### src/verilog/pcm_pkg.sv
// constants, register map and pin group for the position pulse counter
package pcm_pkg;
  localparam int          CNT_W      = 23;
  localparam int          NUM_CMP    = 16;
  localparam int          NUM_PART   = 17;
  localparam int          OUT_W      = 8;
  localparam int          ADDR_W     = 8;
  localparam int          DATA_W     = 32;
  localparam int          SYNC_N     = 6;
  // register byte offsets
  localparam logic [7:0]  OFS_CTRL   = 8'h00;
  localparam logic [7:0]  OFS_PRESET = 8'h04;
  localparam logic [7:0]  OFS_COUNT  = 8'h08;
  localparam logic [7:0]  OFS_STATUS = 8'h0C;
  localparam logic [7:0]  OFS_COMPARE_OUT_A   = 8'h10;
  localparam logic [7:0]  OFS_COMPARE_OUT_B   = 8'h14;
  localparam logic [7:0]  OFS_COMPARE_OUT_C   = 8'h18;
  localparam logic [7:0]  OFS_TBL    = 8'h40;
  localparam logic [7:0]  OFS_PART   = 8'h80;
  localparam logic [7:0]  OFS_PART_L = 8'hC0;
  // control register fields
  localparam int          CTL_MODE_B = 0;
  localparam int          CTL_SYNC   = 1;
  localparam int          CTL_HCLR   = 2;
  localparam int          CTL_POL_A  = 3;
  localparam int          CTL_POL_B  = 4;
  localparam int          CTL_POL_C  = 5;
  // status register fields
  localparam int          ST_CMP_A   = 0;
  localparam int          ST_CMP_B   = 1;
  localparam int          ST_CMP_C   = 2;
  localparam int          ST_HOLD    = 3;
  localparam int          ST_MEN     = 4;
  localparam int          ST_STOP    = 5;
  localparam int          ST_MODE_B  = 6;
  localparam int          ST_PSEL    = 7;
  localparam int          ST_OUT_LO  = 8;
  // reset values
  localparam logic [22:0] RST_CNT    = 23'h000000;
  localparam logic [22:0] RST_CMP    = 23'h000000;
  localparam logic [7:0]  RST_PART   = 8'h00;

  typedef struct packed {
    logic pulse_sel;             // 1 open: quadrature, 0 tied low: up/down
    logic count_stop_contact;    // 1 closed
    logic marker_enable_contact; // 1 closed
    logic marker_pulse_input;
    logic phase_b;               // phase b or down pulse
    logic phase_a;               // phase a or up pulse
  } pcm_pins_s;

  typedef struct packed {
    logic lamp_a;
    logic lamp_b;
    logic lamp_marker;
    logic lamp_stop;
    logic lamp_enable;
    logic [7:0] lamp_out;
  } pcm_lamps_s;
endpackage
### src/verilog/pcm_counter.sv
// position pulse counter with mode a/b comparison and marker preset
//
// Design decisions made here: the strobed register port and the placing of the registers.
`timescale 1ns/1ns
// Behaviour
// - mode b: first table entry >= count wins
// - equal count selects same-numbered partition
// - sixteen comparison entries, index 0 to 15
// - eight outputs carry selected partition byte
// - select high (open): quadrature decoding
// - select low: separate up/down pulses
// - quadrature counts every edge of both phases
// - a leading counts up, b leading down
// - up pulse increments, down pulse decrements
// - count stop closed freezes the counter; a qualified marker preset and count register writes still load
// - markers ignored unless marker enable closed
// - mode a: first qualified marker loads preset
// - mode a: hold set, cleared by clear/sync
// - mode b: first qualified marker loads preset
// - mode b: hold cleared only by sync low
// - mode a: three outputs with selectable polarity
// - phase lamps follow phase inputs
// - marker lamp follows marker input
// - stop lamp follows count stop contact
// - enable lamp follows marker enable contact
// - mode a: lamps 0..2 mirror a, b, c
// - polarity 0: out high when count exceeds
// - 23-bit unsigned up/down counter
module pcm_counter #(
  parameter int CNT_W   = pcm_pkg::CNT_W,
  parameter int NUM_CMP = pcm_pkg::NUM_CMP
) (
  input  wire logic                         mclk,          // 50 MHz clock
  input  wire logic                         srst,          // sync reset, high
  input  wire pcm_pkg::pcm_pins_s           pins,          // encoder and contacts
  input  wire logic [pcm_pkg::ADDR_W-1:0]   addr,          // register byte address
  input  wire logic [pcm_pkg::DATA_W-1:0]   wdata,         // write data
  input  wire logic                         wr,            // write strobe
  input  wire logic                         rd,            // read strobe
  output logic      [pcm_pkg::DATA_W-1:0]   rdata,         // read data, next cycle
  output logic                              compare_out_a, // mode a output a
  output logic                              compare_out_b, // mode a output b
  output logic                              compare_out_c, // mode a output c
  output logic      [pcm_pkg::OUT_W-1:0]    partition_out, // mode b partition byte
  output logic                              marker_hold_flag, // marker hold
  output pcm_pkg::pcm_lamps_s               lamps          // indicator lamps
);
  localparam int NP  = NUM_CMP + 1;
  localparam int IXW = $clog2(NP);

  if (CNT_W != pcm_pkg::CNT_W || NUM_CMP != pcm_pkg::NUM_CMP) begin : g_chk
    $error("pcm_counter: only the documented width and table size are supported");
  end

  // input synchronisers: three stages, change taken when stages 2 and 3 agree
  logic [pcm_pkg::SYNC_N-1:0] s1, s2, s3, filt, filt_d;
  genvar gi;
  for (gi = 0; gi < pcm_pkg::SYNC_N; gi++) begin : g_sync
    always_ff @(posedge mclk) begin
      if (srst) begin
        // keeps sampling in reset: a parked encoder gives no false edge on release
        s1[gi]     <= pins[gi];
        s2[gi]     <= s1[gi];
        s3[gi]     <= s2[gi];
        filt[gi]   <= s2[gi];
        filt_d[gi] <= s2[gi];
      end else begin
        s1[gi] <= pins[gi];
        s2[gi] <= s1[gi];
        s3[gi] <= s2[gi];
        if (s2[gi] == s3[gi]) begin
          filt[gi] <= s3[gi];
        end
        filt_d[gi] <= filt[gi];
      end
    end
  end

  pcm_pkg::pcm_pins_s pf, pd;
  assign pf = pcm_pkg::pcm_pins_s'(filt);
  assign pd = pcm_pkg::pcm_pins_s'(filt_d);

  // quadrature step: {up, down} from previous and current {a, b}
  function automatic logic [1:0] quad_step(input logic [1:0] prv, input logic [1:0] cur);
    logic [1:0] r;
    r = 2'b00;
    case ({prv, cur})
      4'b0010, 4'b1011, 4'b1101, 4'b0100: r = 2'b10;
      4'b0001, 4'b0111, 4'b1110, 4'b1000: r = 2'b01;
      default:                            r = 2'b00;
    endcase
    return r;
  endfunction

  // registers
  logic                 mode_b, sync_req, hold_clr, pol_a, pol_b, pol_c;
  logic [CNT_W-1:0]     cnt, next_cnt, preset, cmp_a, cmp_b, cmp_c;
  logic [CNT_W-1:0]     tbl [NUM_CMP];
  logic [7:0]           part [NP];

  logic                 wr_ctrl, wr_count, step_up, step_dn, mk_rise, marker_load;
  logic [IXW-1:0]       sel_idx;
  logic [1:0]           qd;
  logic [7:0]           tbl_ix, part_ix;

  assign wr_ctrl  = wr && addr == pcm_pkg::OFS_CTRL;
  assign wr_count = wr && addr == pcm_pkg::OFS_COUNT;
  assign tbl_ix   = (addr - pcm_pkg::OFS_TBL) >> 2;
  assign part_ix  = (addr - pcm_pkg::OFS_PART) >> 2;

  always_ff @(posedge mclk) begin
    if (srst) begin
      mode_b   <= 1'b0;
      sync_req <= 1'b0;
      hold_clr <= 1'b0;
      pol_a    <= 1'b0;
      pol_b    <= 1'b0;
      pol_c    <= 1'b0;
    end else if (wr_ctrl) begin
      // mode b once entered is kept until reset
      mode_b   <= mode_b | wdata[pcm_pkg::CTL_MODE_B];
      sync_req <= wdata[pcm_pkg::CTL_SYNC];
      hold_clr <= wdata[pcm_pkg::CTL_HCLR];
      pol_a    <= wdata[pcm_pkg::CTL_POL_A];
      pol_b    <= wdata[pcm_pkg::CTL_POL_B];
      pol_c    <= wdata[pcm_pkg::CTL_POL_C];
    end
  end

  always_ff @(posedge mclk) begin
    if (srst) begin
      preset <= pcm_pkg::RST_CNT;
      cmp_a  <= pcm_pkg::RST_CMP;
      cmp_b  <= pcm_pkg::RST_CMP;
      cmp_c  <= pcm_pkg::RST_CMP;
    end else if (wr) begin
      case (addr)
        pcm_pkg::OFS_PRESET: preset <= wdata[CNT_W-1:0];
        pcm_pkg::OFS_COMPARE_OUT_A:   cmp_a  <= wdata[CNT_W-1:0];
        pcm_pkg::OFS_COMPARE_OUT_B:   cmp_b  <= wdata[CNT_W-1:0];
        pcm_pkg::OFS_COMPARE_OUT_C:   cmp_c  <= wdata[CNT_W-1:0];
        default: ;
      endcase
    end
  end

  for (gi = 0; gi < NUM_CMP; gi++) begin : g_tbl
    always_ff @(posedge mclk) begin
      if (srst) begin
        tbl[gi] <= pcm_pkg::RST_CMP;
      end else if (wr && addr >= pcm_pkg::OFS_TBL && addr < pcm_pkg::OFS_PART &&
                   addr[1:0] == 2'b00 && tbl_ix == 8'(gi)) begin
        tbl[gi] <= wdata[CNT_W-1:0];
      end
    end
  end

  for (gi = 0; gi < NP; gi++) begin : g_part
    always_ff @(posedge mclk) begin
      if (srst) begin
        part[gi] <= pcm_pkg::RST_PART;
      end else if (wr && addr >= pcm_pkg::OFS_PART && addr <= pcm_pkg::OFS_PART_L &&
                   addr[1:0] == 2'b00 && part_ix == 8'(gi)) begin
        part[gi] <= wdata[7:0];
      end
    end
  end

  // count direction from the selected pulse type
  assign qd = quad_step({pd.phase_a, pd.phase_b}, {pf.phase_a, pf.phase_b});
  always_comb begin
    if (pf.pulse_sel) begin
      step_up = qd[1];
      step_dn = qd[0];
    end else begin
      step_up = pf.phase_a & ~pd.phase_a;
      step_dn = pf.phase_b & ~pd.phase_b;
    end
  end

  // marker qualification: first rising edge with sync request and enable
  assign mk_rise     = pf.marker_pulse_input & ~pd.marker_pulse_input;
  assign marker_load = mk_rise && pf.marker_enable_contact && sync_req &&
                       !marker_hold_flag && !wr_count;

  always_comb begin
    next_cnt = cnt;
    if (wr_count) begin
      next_cnt = wdata[CNT_W-1:0];
    end else if (marker_load) begin
      next_cnt = preset;
    end else if (!pf.count_stop_contact) begin
      if (step_up && !step_dn) begin
        next_cnt = cnt + 1'b1;
      end else if (step_dn && !step_up) begin
        next_cnt = cnt - 1'b1;
      end
    end
  end

  always_ff @(posedge mclk) begin
    if (srst) begin
      cnt <= pcm_pkg::RST_CNT;
    end else begin
      cnt <= next_cnt;
    end
  end

  // hold flag: set wins over a clear in the same cycle
  always_ff @(posedge mclk) begin
    if (srst) begin
      marker_hold_flag <= 1'b0;
    end else if (marker_load) begin
      marker_hold_flag <= 1'b1;
    end else if (!sync_req || (!mode_b && hold_clr)) begin
      marker_hold_flag <= 1'b0;
    end
  end

  // partition lookup; relies on an ascending table
  always_comb begin
    sel_idx = IXW'(NUM_CMP);
    for (int i = NUM_CMP - 1; i >= 0; i--) begin
      if (tbl[i] >= cnt) begin
        sel_idx = IXW'(i);
      end
    end
  end

  logic ca, cb, cc;
  assign ca = (cnt > cmp_a) ^ pol_a;
  assign cb = (cnt > cmp_b) ^ pol_b;
  assign cc = (cnt > cmp_c) ^ pol_c;

  always_ff @(posedge mclk) begin
    if (srst) begin
      compare_out_a <= 1'b0;
      compare_out_b <= 1'b0;
      compare_out_c <= 1'b0;
      partition_out <= 8'h00;
    end else if (mode_b) begin
      compare_out_a <= 1'b0;
      compare_out_b <= 1'b0;
      compare_out_c <= 1'b0;
      partition_out <= part[sel_idx];
    end else begin
      compare_out_a <= ca;
      compare_out_b <= cb;
      compare_out_c <= cc;
      partition_out <= {5'h00, cc, cb, ca};
    end
  end

  always_ff @(posedge mclk) begin
    if (srst) begin
      lamps <= '0;
    end else begin
      lamps.lamp_a      <= pf.phase_a;
      lamps.lamp_b      <= pf.phase_b;
      lamps.lamp_marker <= pf.marker_pulse_input;
      lamps.lamp_stop   <= pf.count_stop_contact;
      lamps.lamp_enable <= pf.marker_enable_contact;
      lamps.lamp_out    <= mode_b ? part[sel_idx] : {5'h00, cc, cb, ca};
    end
  end

  // register read port
  logic [pcm_pkg::DATA_W-1:0] rd_val;
  always_comb begin
    rd_val = '0;
    case (addr)
      pcm_pkg::OFS_CTRL: begin
        rd_val[pcm_pkg::CTL_MODE_B] = mode_b;
        rd_val[pcm_pkg::CTL_SYNC]   = sync_req;
        rd_val[pcm_pkg::CTL_HCLR]   = hold_clr;
        rd_val[pcm_pkg::CTL_POL_A]  = pol_a;
        rd_val[pcm_pkg::CTL_POL_B]  = pol_b;
        rd_val[pcm_pkg::CTL_POL_C]  = pol_c;
      end
      pcm_pkg::OFS_PRESET: rd_val[CNT_W-1:0] = preset;
      pcm_pkg::OFS_COUNT:  rd_val[CNT_W-1:0] = cnt;
      pcm_pkg::OFS_COMPARE_OUT_A:   rd_val[CNT_W-1:0] = cmp_a;
      pcm_pkg::OFS_COMPARE_OUT_B:   rd_val[CNT_W-1:0] = cmp_b;
      pcm_pkg::OFS_COMPARE_OUT_C:   rd_val[CNT_W-1:0] = cmp_c;
      pcm_pkg::OFS_STATUS: begin
        rd_val[pcm_pkg::ST_CMP_A]  = compare_out_a;
        rd_val[pcm_pkg::ST_CMP_B]  = compare_out_b;
        rd_val[pcm_pkg::ST_CMP_C]  = compare_out_c;
        rd_val[pcm_pkg::ST_HOLD]   = marker_hold_flag;
        rd_val[pcm_pkg::ST_MEN]    = pf.marker_enable_contact;
        rd_val[pcm_pkg::ST_STOP]   = pf.count_stop_contact;
        rd_val[pcm_pkg::ST_MODE_B] = mode_b;
        rd_val[pcm_pkg::ST_PSEL]   = pf.pulse_sel;
        rd_val[pcm_pkg::ST_OUT_LO +: 8] = partition_out;
      end
      default: begin
        if (addr[1:0] == 2'b00 && addr >= pcm_pkg::OFS_TBL && addr < pcm_pkg::OFS_PART) begin
          rd_val[CNT_W-1:0] = tbl[tbl_ix[3:0]];
        end else if (addr[1:0] == 2'b00 && addr >= pcm_pkg::OFS_PART &&
                     addr <= pcm_pkg::OFS_PART_L) begin
          rd_val[7:0] = part[part_ix[4:0]];
        end
      end
    endcase
  end

  always_ff @(posedge mclk) begin
    if (srst) begin
      rdata <= '0;
    end else begin
      rdata <= rd ? rd_val : '0;
    end
  end

  // checks
  stop_hold_a: assert property (@(posedge mclk) disable iff (srst)
    pf.count_stop_contact && !wr_count && !marker_load |=> cnt == $past(cnt))
    else $error("counter moved during count stop");

  marker_load_a: assert property (@(posedge mclk) disable iff (srst)
    marker_load |=> cnt == $past(preset) && marker_hold_flag)
    else $error("marker edge did not load preset and set hold");

  marker_ign_a: assert property (@(posedge mclk) disable iff (srst)
    !pf.marker_enable_contact || !sync_req |-> !marker_load)
    else $error("marker accepted while not enabled");

  hold_clr_a_a: assert property (@(posedge mclk) disable iff (srst)
    !mode_b && hold_clr && !marker_load |=> !marker_hold_flag)
    else $error("hold flag not cleared in mode a");

  hold_mode_b_a: assert property (@(posedge mclk) disable iff (srst)
    mode_b && sync_req && marker_hold_flag && !wr_ctrl |=> marker_hold_flag)
    else $error("hold flag cleared while sync request held");

  quad_up_a: assert property (@(posedge mclk) disable iff (srst)
    pf.pulse_sel && !pf.count_stop_contact && !wr_count && !marker_load &&
    pd.phase_a == pd.phase_b && pf.phase_a != pd.phase_a && pf.phase_b == pd.phase_b
    |=> cnt == $past(cnt) + 1'b1)
    else $error("a-leading edge did not count up");

  updown_dn_a: assert property (@(posedge mclk) disable iff (srst)
    !pf.pulse_sel && !pf.count_stop_contact && !wr_count && !marker_load &&
    step_dn && !step_up |=> cnt == $past(cnt) - 1'b1)
    else $error("down pulse did not decrement");

  cmp_pol_a: assert property (@(posedge mclk) disable iff (srst)
    !mode_b && !wr_ctrl |=> compare_out_a == (($past(cnt) > $past(cmp_a)) ^ $past(pol_a)))
    else $error("compare output a wrong");

  part_eq_a: assert property (@(posedge mclk) disable iff (srst)
    mode_b && cnt == tbl[0] |=> partition_out == $past(part[0]))
    else $error("equal count did not pick partition 0");

  part_top_a: assert property (@(posedge mclk) disable iff (srst)
    mode_b && cnt > tbl[NUM_CMP-1] && tbl[0] < tbl[NUM_CMP-1]
    |=> partition_out == $past(part[NUM_CMP]))
    else $error("count above table did not pick last partition");

  stop_lamp_a: assert property (@(posedge mclk) disable iff (srst)
    1'b1 |=> lamps.lamp_stop == $past(pf.count_stop_contact))
    else $error("stop lamp mismatch");

  cov_quad_c:   cover property (@(posedge mclk) disable iff (srst) pf.pulse_sel && step_up);
  cov_marker_c: cover property (@(posedge mclk) disable iff (srst) marker_load);
  cov_top_c:    cover property (@(posedge mclk) disable iff (srst)
    mode_b && sel_idx == IXW'(NUM_CMP));
  cov_stop_c:   cover property (@(posedge mclk) disable iff (srst)
    pf.count_stop_contact && step_up);
endmodule

### config.mk
export PLATFORM = sky130hd
export DESIGN_NAME = pcm_counter
export DESIGN_NICKNAME = d
export VERILOG_FILES = /design/src/verilog/pcm_pkg.sv /design/src/verilog/pcm_counter.sv
export SDC_FILE = /design/constraint.sdc
export NUM_CORES = 2
export LEC_CHECK = 0
export BUFFER_PORTS_ARGS = -buffer_cell sky130_fd_sc_hd__buf_2
export CORE_ASPECT_RATIO = 1.25
export CORE_UTILIZATION = 40
export CTS_CLUSTER_SIZE = 30
export DETAILED_ROUTE_END_ITERATION = 8
export SKIP_CTS_REPAIR_TIMING = 1
export SYNTH_ARGS = -nofsm -noshare
export SYNTH_HDL_FRONTEND = slang
export SYNTH_SLANG_ARGS = --single-unit
### constraint.sdc
create_clock -name mclk -period 7.9 [get_ports mclk]
set_clock_uncertainty 0.2 [all_clocks]
set_input_delay 0.79 -clock mclk [delete_from_list [all_inputs] [get_ports mclk]]
set_output_delay 0.79 -clock mclk [all_outputs]
set_load 0.1 [all_outputs]
# --- Yosys cells after proc, flatten, opt, wreduce, memory -nomap -nowiden ---
# Memory sizes are Yosys's and may differ from the RTL's.
# Index checks and enable logic that the tools add are counted.
classes:
  bitwise: 45
  reduce_logical: 80
  addsub: 4
  n_eq_ne: 44
  n_mux: 181
  n_lt_le_gt_ge: 23
ops:
  columns: ["cell", "count"]
  rows:
  - ["23-bit two-way mux", 21]
  - ["23-bit >= comparator", 16]
  - ["8-bit two-way mux", 19]
  - ["1-bit two-way mux", 120]
  - ["6-bit by 4-bit equality test with 1-bit output (second input constant)", 16]
  - ["5-bit two-way mux", 16]
  - ["10-bit case mux with 7 select lines", 1]
  - ["23-bit greater-than comparator", 3]
  - ["1-bit logical AND", 52]
  - ["6-bit by 3-bit equality test with 1-bit output (second input constant)", 8]
  - ["6-bit case mux with 7 select lines", 1]
  - ["7-bit case mux with 6 select lines", 1]
  - ["1-bit bitwise OR", 34]
  - ["6-bit by 2-bit equality test with 1-bit output (second input constant)", 4]
  - ["8-bit by 5-bit equality test with 1-bit output (second input constant)", 3]
  - ["8-bit logical NOT", 3]
  - ["23-bit by 1-bit adder with 23-bit output (second input constant)", 1]
  - ["23-bit by 1-bit subtractor with 23-bit output (second input constant)", 1]
  - ["8-bit by 4-bit equality test with 1-bit output (second input constant)", 2]
  - ["15-bit two-way mux", 1]
  - ["2-bit nonzero test", 7]
  - ["6-bit by 1-bit equality test with 1-bit output (second input constant)", 2]
  - ["2-bit AND reduction", 5]
  - ["8-bit by 3-bit equality test with 1-bit output (second input constant)", 1]
  - ["other kinds (18)", 39]
word_totals:
  ram_bits: 504
  reg_bits: 197
  romBits: 32
  memories: 3
  out_inout_bits: 57
mem_list:
  columns: ["memory", "words", "word_bits", "rd", "rd_clocked_by_memory_dff", "wr", "line", "source"]
  rows:
  - ["tbl", 16, 23, 17, 0, 16, "pcm_counter.sv:98", "logic [CNT_W-1:0] tbl [NUM_CMP];"]
  - ["part", 17, 8, 2, 0, 17, "pcm_counter.sv:99", "logic [7:0] part [NP];"]
  - ["(no name shown)", 16, 2, 1, 0, 0, "pcm_counter.sv:87", "case ({prv, cur})"]

# --- Longest topological paths before layout ---
# An unclocked memory read counts as a cell.
depth:
  ltp_word: 20
  depth_mapped: 19
  ltp_nobuf: 19

# --- Least setup slack after synthesis ---
# OpenSTA, ideal clock, no wires.
synth_path:
  path_type: "reg-to-reg"
  from: "register filt[1] in the netlist's numbering"
  to: "register cnt[20]"
  path_buffers: 0
  setup_slack_ns: 3.378
  t_arrival_ns: 4.251
  period_less_slack_ns: 4.522
  setup_time_ns: 0.070
  path_stages_with_launch: 20
  path_cell_list: "edfxtp_1 -> xnor2_1 -> nand2_1 -> o22ai_1 -> a32o_1 -> ha_1 -> inv_1 -> ha_1 -> a21o_1 -> a21oi_1 -> o21bai_1 -> a21o_1 -> a21oi_1 -> o21ai_0 -> o41ai_1 -> o2111ai_1 -> a31oi_1 -> mux2i_1 -> o221ai_1 -> a21oi_1"
synth_between:
  elab_chain_len: 8
  elab_cells_between_ends: 14
  classes_between: "mux: 6; bitwise: 1; reduce/logical: 6; memory: 1"
synth_rtl:
  columns: ["item", "line", "source"]
  rows:
  - ["from (decl)", "pcm_counter.sv:56", "logic [pcm_pkg::SYNC_N-1:0] s1, s2, s3, filt, filt_d;"]
  - ["from (signal, indexed assignment)", "pcm_counter.sv:65", "filt[gi] <= s2[gi];"]
  - ["from (signal, indexed assignment)", "pcm_counter.sv:72", "filt[gi] <= s3[gi];"]
  - ["memory 16 x 2 bit / 1-bit AND (equally long branches)", null, null]
  - ["1-bit two-way mux", "pcm_counter.sv:172", "if (pf.pulse_sel) begin"]
  - ["1-bit logical NOT", "pcm_counter.sv:193", "if (step_up && !step_dn) begin"]
  - ["1-bit logical AND", "pcm_counter.sv:193", null]
  - ["23-bit two-way mux", "pcm_counter.sv:193", null]
  - ["23-bit two-way mux", "pcm_counter.sv:192", "end else if (!pf.count_stop_contact) begin"]
  - ["23-bit two-way mux", "pcm_counter.sv:190", "end else if (marker_load) begin"]
  - ["23-bit two-way mux", "pcm_counter.sv:188", "if (wr_count) begin"]
  - ["to (signal assigned)", "pcm_counter.sv:203", "cnt <= pcm_pkg::RST_CNT;"]
  - ["to (signal assigned)", "pcm_counter.sv:205", "cnt <= next_cnt;"]
  - ["to (decl)", "pcm_counter.sv:97", "logic [CNT_W-1:0] cnt, next_cnt, preset, cmp_a, cmp_b, cmp_c;"]
# Parallel ways exist; a longest one is shown, timed or not. The select of a mux whose other input is x is not followed.
# A chain may end at the register's enable or synchronous reset.

# --- Worst setup path after layout ---
# Ends and elaborated chain as after synthesis.

==> impl_metrics.yaml <==
sta:
  post-route-min-period_ps: 6048
  fmax_mhz: 165.4
  hold_viol: 0
  tns_ps: 0
  hold_slack_ps: 9.936
  drv_slew: 0
  tightest_slew_ps: 1295
  rsz0062_at_grt: "false"
  setup_viol: 0
  slew_headroom: 0.1365
  fin_crit_sh: 0.7655
power_and_ir_drop:
  ir_worst_vdd_uv: 272.7
  power_density_nw_per_um2: 234.7
  leakagePower_nw: 17.38
  total_power_mw: 11.09
floorplanning:
  fp.dieArea_sq_um: 108500
  die_w_microns: 294.9
  boundaryPins: 107
  rows: 133
  placeableCoreArea_sq_um: 105700
  start_util: 0.4059
  die_h_microns: 368.1
critical_path:
  crit-reg2reg-launch: "filt[1]"
  critPathMaxStageDelay_ps: 900
  path_cells: "xnor2_1, nand2_1, o22ai_1, a32o_1, ha_1, inv_1, fa_1, a21o_1, a21oi_1, o21bai_1, a21o_1, a21oi_1, o21ai_0, o41ai_1, o2111ai_1, a31oi_1, mux2i_1, o221ai_1, a21oi_1"
  crit_top_cell: "a21oi_1"
  cp_max_fo: 22
  worst_ep_arrival_time_ps: 6460
  crit_slowest_cell: "o41ai_1"
  startpoint: "filt[1]"
  reg2reg_slack_ps: 1850
  startpoint_type: "flip-flop"
  cp-end-kind: "flip-flop"
  critical_path_class: "flip-flop to flip-flop"
  cp.required_ps: 8310
min_path:
  hp-class: "primary input to flip-flop"
  hp-start: "pins[1]"
cts:
  cts_buffers: 75
  insertion_delay_ps: 690
  clk_pin_slew_worst_paths_ps: 60
  cts-root-buf: "clkbuf_16"
  cts_sinks: 692
  clockBufferDepth: 3
  ctsHtreeMaxLevel: 3
  cts_tree: "done"
synthesis:
  avgSynthCellArea_sq_um: 11.01
  synthesis.area_sq_um: 42890
  yosys.cell_types.count: 80
  synth-async-reset-ratio: 0
  yosys_warnings: 0
  ys_ff_latch: 692
  syn_inst: 3896
  synth-seq-area-share: 0.4420
  synth_flop_cell: "edfxtp_1"
  synth_edf_count: 510
final_layout:
  nFillCells: 9736
  final_util: 0.4473
  stdcell_area_sq_um: 47260
  nets: 4406
  syn_to_final_growth_pct: 10.20
  drive_above_1_share: 0.1274
global_routing:
  grt_overflow: 0
  top_usage_layer: "met2"
  antenna_found_initial: 4
  met3_usage: 0.02988
  use_met2: 0.4300
  gr-usage-met1: 0.3012
  grt_pass1_vias: 30780
  grt_max_degree: 81
  grt_pass1_wl_microns: 200800
  grtUsageTotal: 0.2504
placed_design:
  placed_area_sq_um: 44790
  hpwlAfterDp_microns: 99710
  portBuffers: 88
  place.gp.congestion: 0.9332
detailed_routing:
  num_vias: 31384
  totalWireLength_microns: 136100
  wl_per_cell_microns: 25.33
  first_pass_iters: 8
  drc_errors: 0
  routed_via_density: 5.839
  drt_iter0_drc: 2432
  ant_nets: 0
status:
  outcome: "finished, final reports clean"
run:
  cap_violations: 0
==> synthesized netlist by cell type, types with 10 or more instances <==
| cell | number | area [sq um] |
|---|---|---|
| edfxtp_1 | 510 | 15310 |
| and2_1 | 501 | 3134 |
| ha_1 | 459 | 5743 |
| nand2_1 | 344 | 1291 |
| a21oi_1 | 245 | 1226 |
| clkbuf_1 | 212 | 795.8 |
| dfxtp_1 | 182 | 3643 |
| mux4_2 | 159 | 3581 |
| nor2_1 | 138 | 518.0 |
| inv_1 | 131 | 491.7 |
| o21ai_0 | 90 | 450.4 |
| nand3_1 | 89 | 445.4 |
| a21o_1 | 73 | 548.0 |
| nand4_1 | 66 | 412.9 |
| a22oi_1 | 64 | 480.5 |
| nand2b_1 | 55 | 344.1 |
| o211ai_1 | 50 | 375.4 |
| a211oi_1 | 32 | 240.2 |
| nor2b_1 | 31 | 193.9 |
| o21a_1 | 29 | 217.7 |
| nor3_1 | 28 | 140.1 |
| a31oi_1 | 27 | 168.9 |
| and3_1 | 24 | 150.1 |
| o21bai_1 | 20 | 150.1 |
| mux2_2 | 19 | 214.0 |
| o2111ai_1 | 19 | 166.4 |
| buf_1 | 18 | 67.56 |
| buf_4 | 18 | 135.1 |
| and4_1 | 17 | 148.9 |
| xor2_1 | 17 | 148.9 |
| a221oi_1 | 15 | 131.4 |
| o221ai_1 | 15 | 131.4 |
| a222oi_1 | 13 | 130.1 |
| a41oi_1 | 13 | 113.9 |
| xnor2_1 | 13 | 113.9 |
| a211o_1 | 11 | 96.34 |
| or2_2 | 11 | 68.82 |
| o22ai_1 | 10 | 62.56 |
==> critical path, delay by kind of cell, from the launching register on <==
| kind | cells | cell delay (ps) |
|---|---|---|
| flops | 1 | 470 |
| xor+xnor | 1 | 220 |
| buf+inv | 1 | 490 |
| compound gates | 13 | 3290 |
| fa+ha+maj | 2 | 960 |
| mux | 1 | 250 |
| simple gates | 1 | 80 |
==> cell families (layout without fill, tap and decap cells) <==
| kind of cell | after synthesis | after routing | synth area share |
|---|---|---|---|
| compound gates | 812 | 812 | 0.1277 |
| flops | 692 | 692 | 0.4420 |
| other cells | 1 | 11 | 0.00008744 |
| xor+xnor | 30 | 30 | 0.006126 |
| buf+inv | 387 | 439 | 0.03580 |
| mux | 184 | 184 | 0.08997 |
| simple gates | 1330 | 1330 | 0.1639 |
| fa+ha+maj | 460 | 460 | 0.1344 |
==> area by class of cell <==
type                    count  area [sq um]  share of cell area
diodes                      2         5.005           0.0001059
multi-input cells        2825         22500              0.4760
well taps                1417          1773             0.03751
inverters                 132         495.5             0.01048
clock buffers             101          2086             0.04413
repair buffers            170          1077             0.02279
clock inverters            36         372.9            0.007889
flip-flops and latches    692         18960              0.4011
==> path summary, 6_finish.rpt <==
| kind | endpoint | depth (start not counted) |
|---|---|---|
| hold reg to reg | s2[5] | 0 |
| setup / recovery | cnt[20] | 19 |
| setup reg to reg | cnt[20] | 19 |
| hold / removal | s1[1] | 1 |
==> state kept, by name, summed over array words and instances, names as in the netlist, 3 cells and up <==
signal  flops
tbl       368
part      136
cmp_a      23
cmp_b      23
cmp_c      23
cnt        23
preset     23
rdata      23
lamps      13
filt        6
s1          6
s2          6
s3          6
filt_d      3
==> layer usage <==
| layer | routed length (microns) | share of wire |
|---|---|---|
| met1 | 53110 | 0.39 |
| met2 | 67690 | 0.50 |
| met3 | 7169 | 0.053 |
| met4 | 8143 | 0.060 |
| met5 | 17 | 0.00012 |
==> through the flow <==
step,setup WS (ps),cells
after detailed placement,2175,5234
after global placement,2267,5234
after floorplan,3378,3904
after CTS,2046,5371
final,1852,5375
after global routing,1458,5373
==> layout by cell type (no fill, tap or decap), drive strengths merged, types with 55 or more instances in the layout <==
| cell | Yosys | final |
|---|---|---|
| edfxtp | 510 | 510 |
| and2 | 506 | 506 |
| ha | 459 | 459 |
| nand2 | 344 | 344 |
| a21oi | 245 | 245 |
| dfxtp | 182 | 182 |
| buf | 43 | 169 |
| mux4 | 159 | 159 |
| nor2 | 138 | 138 |
| inv | 131 | 136 |
| clkbuf | 212 | 102 |
| o21ai | 98 | 98 |
| nand3 | 89 | 89 |
| a21o | 73 | 73 |
| nand4 | 66 | 66 |
| a22oi | 64 | 64 |
| nand2b | 55 | 55 |
==> report_power, final <==
group          switching, mW  internal, mW  leakage, nW
clock network           1.59          2.03         1.20
logic                   2.00          1.19         9.85
registers              0.203          4.09         6.33
Note: power is estimated with default switching activity, not from simulation.
